--- src/adcsfi_pkg.sv ---
// Purpose: Shared constants and types for the serial frame interface of the converter.
// Assumes: One 250 MHz system clock; all link pins arrive asynchronously.
// Notes:   Frame layout is fixed: leading zeros, then the result MSB first.
package adcsfi_pkg;

	localparam int          RES_BITS    = 10;
	localparam int          LEAD_ZEROS  = 6;
	localparam int          FRAME_BITS  = LEAD_ZEROS + RES_BITS;
	localparam int          CNT_W       = 5;
	localparam int          FIFO_DEPTH  = 16;
	localparam int          CLK_MHZ     = 250;

	// Bit counter values, at counter width
	localparam logic [CNT_W-1:0] CNT_IDLE  = 5'h00;
	localparam logic [CNT_W-1:0] CNT_FIRST = 5'h01;
	localparam logic [CNT_W-1:0] CNT_LOAD  = 5'(LEAD_ZEROS - 1);
	localparam logic [CNT_W-1:0] CNT_ACQ   = 5'(LEAD_ZEROS);
	localparam logic [CNT_W-1:0] CNT_LAST  = 5'(FRAME_BITS);

	// Values after reset
	localparam logic        PIN_CS_RST    = 1'b1;
	localparam logic        PIN_LOW_RST   = 1'b0;
	localparam logic        OE_N_RST      = 1'b1;
	localparam logic        PDOWN_RST     = 1'b1;
	localparam logic        MODE_RST      = 1'b0;
	localparam logic [RES_BITS-1:0] SHREG_RST = 10'h000;

	typedef enum logic [2:0] {
		ST_IDLE  = 3'b000,
		ST_LATCH = 3'b001,
		ST_WAIT  = 3'b010,
		ST_ARM   = 3'b011,
		ST_SHIFT = 3'b100,
		ST_DONE  = 3'b101
	} adcsfi_state_t;

endpackage : adcsfi_pkg

--- src/adcsfi_fifo.sv ---
// Purpose: Result buffer between the conversion source and the serial shifter.
// Assumes: DEPTH is a power of two; pointers wrap naturally.
// Notes:   Read data and in_ready come from registers; one extra word sits in the output stage.
`timescale 1ns/1ps
module adcsfi_fifo #(
	parameter int WIDTH = 10,
	parameter int DEPTH = 16
) (
	input  wire logic             clk,
	input  wire logic             rst_n,
	input  wire logic             in_valid,
	input  wire logic [WIDTH-1:0] in_data,
	output logic                  in_ready,
	output logic                  out_valid,
	output logic      [WIDTH-1:0] out_data,
	input  wire logic             out_ready
);
	localparam int AW = $clog2(DEPTH);

	logic [WIDTH-1:0] mem_q [DEPTH];
	logic [AW-1:0]    wr_q;
	logic [AW-1:0]    rd_q;
	logic [AW:0]      cnt_q;
	logic [AW:0]      cnt_d;
	logic             push;
	logic             fill;
	logic             in_ready_q;
	logic             out_valid_q;
	logic [WIDTH-1:0] out_data_q;

	assign push      = in_valid && in_ready_q;
	assign fill      = (!out_valid_q || out_ready) && (cnt_q != '0);
	assign cnt_d     = cnt_q + {{AW{1'b0}}, push} - {{AW{1'b0}}, fill};
	assign in_ready  = in_ready_q;
	assign out_valid = out_valid_q;
	assign out_data  = out_data_q;

	always_ff @(posedge clk) begin
		if (push) begin
			mem_q[wr_q] <= in_data;
		end
	end

	always_ff @(posedge clk or negedge rst_n) begin
		if (!rst_n) begin
			wr_q       <= '0;
			rd_q       <= '0;
			cnt_q      <= '0;
			in_ready_q <= 1'b0;
		end else begin
			cnt_q      <= cnt_d;
			in_ready_q <= (cnt_d != (AW+1)'(DEPTH));
			if (push) begin
				wr_q <= wr_q + 1'b1;
			end
			if (fill) begin
				rd_q <= rd_q + 1'b1;
			end
		end
	end

	// Output stage stalls while the shifter is not taking a word
	always_ff @(posedge clk or negedge rst_n) begin
		if (!rst_n) begin
			out_valid_q <= 1'b0;
			out_data_q  <= '0;
		end else if (fill) begin
			out_valid_q <= 1'b1;
			out_data_q  <= mem_q[rd_q];
		end else if (out_ready) begin
			out_valid_q <= 1'b0;
		end
	end

endmodule : adcsfi_fifo

--- src/adcsfi_core.sv ---
// Purpose: Mode select, conversion sequencing and serial frame output of the converter.
// Assumes: cs_n, sclk and frame_sync are pins, oversampled by the 250 MHz clock.
// Notes:   sclk must stay well below a quarter of clk so every edge is seen.
`timescale 1ns/1ps
module adcsfi_core
	import adcsfi_pkg::*;
(
	input  wire logic                           clk,
	input  wire logic                           nrst,
	input  wire logic                           cs_n,
	input  wire logic                           sclk,
	input  wire logic                           frame_sync,
	output logic                                serial_out,
	output logic                                serial_out_oe_n,
	output logic                                power_down,
	output logic                                select_mode,
	output logic                                acquiring,
	input  wire logic [adcsfi_pkg::RES_BITS-1:0] result_data,
	input  wire logic                           result_valid,
	output logic                                result_ready
);
	import adcsfi_pkg::*;

	logic                rst_s1_q;
	logic                rst_n;
	logic                cs_s1_q;
	logic                cs_s2_q;
	logic                cs_s3_q;
	logic                sclk_s1_q;
	logic                sclk_s2_q;
	logic                sclk_s3_q;
	logic                fs_s1_q;
	logic                fs_s2_q;
	logic                sclk_rise;
	logic                sclk_fall;
	logic                cs_high;
	adcsfi_state_t       st_q;
	adcsfi_state_t       st_d;
	logic [CNT_W-1:0]    cnt_q;
	logic [CNT_W-1:0]    cnt_d;
	logic                fs_a_q;
	logic                mode_q;
	logic                dout_q;
	logic                oe_n_q;
	logic                pd_q;
	logic                acq_q;
	logic [RES_BITS-1:0] shreg_q;
	logic                adv;
	logic                pop;
	logic                word_valid;
	logic [RES_BITS-1:0] word_data;
	logic                chain;

	// Reset release through two flops; assertion stays asynchronous
	always_ff @(posedge clk or negedge nrst) begin
		if (!nrst) begin
			rst_s1_q <= 1'b0;
			rst_n    <= 1'b0;
		end else begin
			rst_s1_q <= 1'b1;
			rst_n    <= rst_s1_q;
		end
	end

	// Pin synchronisers; sclk third stage for edge detection, cs third stage unused
	always_ff @(posedge clk or negedge rst_n) begin
		if (!rst_n) begin
			cs_s1_q   <= PIN_CS_RST;
			cs_s2_q   <= PIN_CS_RST;
			cs_s3_q   <= PIN_CS_RST;
			sclk_s1_q <= PIN_LOW_RST;
			sclk_s2_q <= PIN_LOW_RST;
			sclk_s3_q <= PIN_LOW_RST;
			fs_s1_q   <= PIN_LOW_RST;
			fs_s2_q   <= PIN_LOW_RST;
		end else begin
			cs_s1_q   <= cs_n;
			cs_s2_q   <= cs_s1_q;
			cs_s3_q   <= cs_s2_q;
			sclk_s1_q <= sclk;
			sclk_s2_q <= sclk_s1_q;
			sclk_s3_q <= sclk_s2_q;
			fs_s1_q   <= frame_sync;
			fs_s2_q   <= fs_s1_q;
		end
	end

	assign sclk_rise = sclk_s2_q && !sclk_s3_q;
	assign sclk_fall = !sclk_s2_q && sclk_s3_q;
	assign cs_high   = cs_s2_q;

	// Shift step on a rising edge while the frame is still running
	assign adv = (st_q == ST_SHIFT) && !cs_high && sclk_rise && (cnt_q != CNT_LAST);
	assign pop = adv && (cnt_q == CNT_LOAD);
	// Last bit on the line; a frame start here chains the next conversion
	assign chain = (st_q == ST_SHIFT) && (cnt_q == CNT_LAST);

	always_comb begin
		st_d  = st_q;
		cnt_d = cnt_q;
		if (cs_high) begin
			// Early raise drops the frame with no partial state kept
			st_d  = ST_IDLE;
			cnt_d = CNT_IDLE;
		end else begin
			unique case (st_q)
				ST_IDLE: begin
					st_d = ST_LATCH;
				end
				ST_LATCH: begin
					// Both samples must be one, a glitch falls back to frame mode
					st_d = (fs_a_q && fs_s2_q) ? ST_DONE : ST_WAIT;
				end
				ST_WAIT: begin
					if (sclk_fall && fs_s2_q) begin
						st_d = ST_ARM;
					end
				end
				ST_ARM: begin
					if (sclk_fall && !fs_s2_q) begin
						st_d  = ST_SHIFT;
						cnt_d = CNT_FIRST;
					end
				end
				ST_SHIFT: begin
					if (sclk_fall && !mode_q && fs_s2_q) begin
						st_d  = ST_ARM;
						cnt_d = CNT_IDLE;
					end else if (sclk_fall && cnt_q == CNT_LAST) begin
						st_d = ST_DONE;
					end else if (adv) begin
						cnt_d = cnt_q + 5'h01;
					end
				end
				ST_DONE: begin
					if (mode_q) begin
						if (sclk_rise) begin
							st_d  = ST_SHIFT;
							cnt_d = CNT_FIRST;
						end
					end else if (sclk_fall && fs_s2_q) begin
						st_d  = ST_ARM;
						cnt_d = CNT_IDLE;
					end else if (sclk_rise) begin
						st_d = ST_WAIT;
					end
				end
				default: begin
					st_d  = ST_IDLE;
					cnt_d = CNT_IDLE;
				end
			endcase
		end
	end

	always_ff @(posedge clk or negedge rst_n) begin
		if (!rst_n) begin
			st_q  <= ST_IDLE;
			cnt_q <= CNT_IDLE;
		end else begin
			st_q  <= st_d;
			cnt_q <= cnt_d;
		end
	end

	// Mode latch: first sample at the select fall, second one cycle later
	always_ff @(posedge clk or negedge rst_n) begin
		if (!rst_n) begin
			fs_a_q <= PIN_LOW_RST;
			mode_q <= MODE_RST;
		end else begin
			if (st_q == ST_IDLE) begin
				fs_a_q <= fs_s2_q;
			end
			if (st_q == ST_LATCH) begin
				mode_q <= fs_a_q && fs_s2_q;
			end
		end
	end

	// Serial data and result shifter
	always_ff @(posedge clk or negedge rst_n) begin
		if (!rst_n) begin
			dout_q  <= 1'b0;
			shreg_q <= SHREG_RST;
		end else if (st_d == ST_IDLE || (st_d == ST_ARM && !chain)) begin
			dout_q  <= 1'b0;
			shreg_q <= SHREG_RST;
		end else if (st_d == ST_SHIFT && st_q != ST_SHIFT) begin
			dout_q <= 1'b0;
		end else if (adv) begin
			if (cnt_q < CNT_ACQ) begin
				dout_q <= 1'b0;
			end else begin
				dout_q  <= shreg_q[RES_BITS-1];
				shreg_q <= {shreg_q[RES_BITS-2:0], 1'b0};
			end
			// Empty buffer yields a zero result rather than stalling the host clock
			if (pop) begin
				shreg_q <= word_valid ? word_data : SHREG_RST;
			end
		end
	end

	// Output enable, active low
	always_ff @(posedge clk or negedge rst_n) begin
		if (!rst_n) begin
			oe_n_q <= OE_N_RST;
		end else if (st_d == ST_IDLE) begin
			oe_n_q <= 1'b1;
		end else if (st_q == ST_LATCH || st_d == ST_ARM) begin
			oe_n_q <= 1'b0;
		end else if (st_q == ST_DONE && st_d == ST_WAIT) begin
			oe_n_q <= 1'b1;
		end
	end

	// Power state and acquisition window
	always_ff @(posedge clk or negedge rst_n) begin
		if (!rst_n) begin
			pd_q  <= PDOWN_RST;
			acq_q <= 1'b0;
		end else begin
			pd_q  <= !(st_d == ST_ARM || st_d == ST_SHIFT);
			acq_q <= (st_d == ST_ARM) || (st_d == ST_SHIFT && cnt_d < CNT_ACQ);
		end
	end

	adcsfi_fifo #(
		.WIDTH (RES_BITS),
		.DEPTH (FIFO_DEPTH)
	) u_fifo (
		.clk       (clk),
		.rst_n     (rst_n),
		.in_valid  (result_valid),
		.in_data   (result_data),
		.in_ready  (result_ready),
		.out_valid (word_valid),
		.out_data  (word_data),
		.out_ready (pop)
	);

	assign serial_out      = dout_q;
	assign serial_out_oe_n = oe_n_q;
	assign power_down      = pd_q;
	assign select_mode     = mode_q;
	assign acquiring       = acq_q;
endmodule : adcsfi_core

--- config.mk ---
export PLATFORM = sky130hd
export DESIGN_NAME = adcsfi_core
export DESIGN_NICKNAME = d
export VERILOG_FILES = /design/src/adcsfi_pkg.sv /design/src/adcsfi_fifo.sv /design/src/adcsfi_core.sv
export SDC_FILE = /design/constraint.sdc
export NUM_CORES = 1
export LEC_CHECK = 0
export BUFFER_PORTS_ARGS = -buffer_cell sky130_fd_sc_hd__buf_4
export CAP_MARGIN = 15
export CORE_MARGIN = 10
export CORE_UTILIZATION = 50
export CTS_CLUSTER_SIZE = 12
export DETAILED_ROUTE_END_ITERATION = 10
export GPL_ROUTABILITY_DRIVEN = 1
export GPL_TIMING_DRIVEN = 0
export PLACE_DENSITY = 0.66
export RECOVER_POWER = 50
export SLEW_MARGIN = 20
export SYNTH_ARGS = -nofsm -noshare
export SYNTH_HDL_FRONTEND = slang
export SYNTH_HIERARCHICAL = 1
export SYNTH_SLANG_ARGS = --single-unit
--- constraint.sdc ---
create_clock -name clk -period 1.9 [get_ports clk]
set_input_delay 0.285 -clock clk [delete_from_list [all_inputs] [get_ports clk]]
set_output_delay 0.285 -clock clk [all_outputs]
set_load 0.05 [all_outputs]
==> run summary <==
status: complete, but fails checks
failing checks: negative setup slack
CP Class: reg -> reg
Sw Share: 28.42%
worst ir drop on vdd: 0.0007205 V
starting density of the core: 50.98%
global-route usage over all layers: 17.10%
min-delay worst type: in -> async
latest clock arrival within the worst-skew pair: 0.50 ns
final number of hold-violating endpoints: 0
Vias: 5,296
die height: 155.6 um
drt wl/cell: 23.10 um
Layout fillers: 1,229
initial antenna violation count: 0
reg2reg end: u_fifo/in_ready
Ant. Diodes: 0
NetSw: 0.003813 W
Mapped Cells: 552
fin crit period: 2.724 ns
DRC errors left: 0
vias in the first global route: 5,540
reg2reg path depth: 14
synthesized area: 9189 um^2
fmax: 0.3671 GHz
Synth top area share: 52.29%
CTS root buf: clkbuf_16
top_reg_cell synth: edfxtp_1
Yosys cell types: 74
count leader, synth: edfxtp_1
die footprint: 24,200 um^2
Max clock buf depth: 3
Power Total: 0.01342 W
layout cells sized above 1: 39.47%
pin count of the biggest net entering global routing: 57
Worst R2R Setup Slack: -0.82 ns
Site Rows: 49
hold slack: 0.1010 ns
number of DRC markers in iteration 0: 375
Mean Syn Cell Area: 16.65 um^2
port buffer count: 21
Final Skew: 0.008781 ns
clock-pin slew on the worst setup and hold paths: 0.06 ns
Final Cycle Share: 143.4%
worst setup margin: -0.8240 ns
Pwr per Cell Area: 1151 nW/um^2
detailed placement HPWL: 12.00 mm
post-route ant nets: 0
Slew HR: 13.97%
drt first pass iters: 7
Async SR Flop Fraction: 26.61%
leading area contributor after synthesis: edfxtp_1
GRT overflow: 0
Post-Place Cell Area: 9794 um^2
type of origin of the critical path: flop
Worst EP arrival: 3.10 ns
measured slew at the worst slew-check pin: 1.290 ns
Leak: 4.049 nW
synth-to-layout area growth: 26.81%
Post-Route WL: 20.86 mm
yosys synthesis warning count: 6
Seq pwr share: 45.0%
DR vias/cell: 5.865
syn_nets: 583
CP endpoint kind: flop
Die X: 155.6 um
Seq/Total Area, Yosys: 68.14%
Post-synth EDFFs: 160
final std cell area, no fill: 11,650 um^2
Final Slew Violations: 0
max cap viols: 0
cell-internal power: 0.009603 W
clock sinks: 218
CTS Buf Count: 23
nets: 688
GP Congestion: 0.8494
first-pass GRT wire length: 32.24 mm
Synth area leaders: edfxtp_1, dfrtp_1, mux4_2
WP data required: 2.27 ns
Comb pwr share: 24.3%
Clk network pwr share: 30.6%
CORE AREA: 18,020 um^2
dpl ws: -1.357 ns
Setup Viol. Count Final: 34
CTS H-Tree Depth: 1
io pins: 22
RSZ-0062 raised after global routing: true
R2R Path Start: sclk_s3_q
Seq cells post-synth: 218
FF/Latch Area: 6271 um^2
Multi-input gate area: 3252 um^2
crit path max fanout: 3
TritonCTS clock tree: done
Post-synth top cells: edfxtp_1, dfrtp_1, nand2_1
-- state kept, by name, summed over array words and instances, names as in the netlist, 3 cells and up --
name / cells
u_fifo/mem_q: 160
shreg_q: 10
u_fifo/out_data: 10
cnt_q: 5
u_fifo/cnt_q: 5
u_fifo/rd_q: 4
u_fifo/wr_q: 4
st_q: 3
-- power groups by stage --
stage | Clock, W | Combinational, W | Sequential (W)
finish | 0.00411 | 0.00326 | 0.00604
global route | 0.00441 | 0.00349 | 0.00610
CTS | 0.00420 | 0.00293 | 0.00603
detailed placement | 0 | 0.00230 | 0.00604
global placement | 0 | 0.00223 | 0.00600
floorplan | 0 | 0.00161 | 0.00609
-- how the worst max path moves through the flow --
stage	slack (ns)	cells after the start	to	from
3_5_place_dp	-1.36	14	u_fifo/in_ready	u_fifo/cnt_q[2]
4_1_cts	-0.97	14	u_fifo/in_ready	st_q[1]
5_1_grt	-0.97	14	u_fifo/in_ready	sclk_s3_q
3_3_place_gp	-1.28	14	u_fifo/in_ready	u_fifo/cnt_q[2]
2_1_floorplan	-0.83	15	u_fifo/in_ready	st_q[2]
6_report	-0.82	14	u_fifo/in_ready	sclk_s3_q
-- through the flow --
step	std cells	TNS, ns	utilization (%)
after detailed placement	802	-61.49	54.34
after floorplan	552	-12.21	-
after global placement	802	-78.47	54.32
final	903	-6.106	64.65
after global routing	903	-8.732	64.65
after CTS	886	-11.64	63.04
-- critical path, cell delays in order (launching register included) --
cell and delay (ns):
dfrtp_2 0.40, and2b_4 0.28, nand3_4 0.11, nor3_4 0.23
nor2b_4 0.07, or2_4 0.26, inv_8 0.06, ha_4 0.12
inv_2 0.04, ha_4 0.15, fa_2 0.36, a21oi_2 0.14
o21bai_1 0.09, xnor2_1 0.18, nand3b_1 0.11
-- cell families (layout without fill, tap and decap cells) --
family	Yosys count	after routing	share of synthesized area, %
simple gates	136	136	7.721
buf+inv	42	164	2.669
other cells	1	1	0.04081
compound gates	75	75	6.631
mux	55	55	11.72
fa+ha+maj	15	15	2.124
flops	218	218	68.14
xor+xnor	10	10	0.9531
-- layout make-up --
class                   instances  area share (%)
clock buffers                  35           5.412
flip-flops and latches        218           53.82
well taps                     229           2.459
repair buffers                 86           7.559
plain buffers                  20           1.718
clock inverters                 7          0.5047
inverters                      16          0.6228
multi-input cells             292           27.91
-- cell usage in the layout (no fill, tap or decap), types with 8 or more instances in the layout --
cell,synthesis,routed
a21oi_1,15,10
buf_12,0,16
buf_4,5,44
buf_6,6,14
clkbuf_1,4,22
clkbuf_16,0,25
dfrtp_1,54,46
dfrtp_2,0,8
edfxtp_1,160,160
ha_1,14,9
inv_1,16,11
mux2i_1,12,12
mux4_2,39,39
nand2_1,42,34
nand3_1,11,9
nor2_1,33,16
nor2_4,0,16
o211ai_1,8,8
-- timing repair --
| item | in CTS | in global routing |
|---|---|---|
| gates resized for setup | 82 | 47 |
| hold endpoints to repair | 5 | 0 |
| pin swaps | 31 | 26 |
| gates cloned | 1 | 3 |
| endpoints found under the setup margin | 194 | 147 |
| hold buffers | 4 | 0 |
| setup buffers | 41 | 22 |
-- layer usage --
metal / share of wire (%) / global-route usage (%) / vias up
met3: 5.3 / 3.557 / 35
li1: - / - / 2364
met4: 1.6 / 4.323 / 0
met1: 41 / 22.13 / 2755
met5: 0 / 0 / -
met2: 52 / 28.87 / 142
No activity file was read; power rests on OpenSTA's default activity.
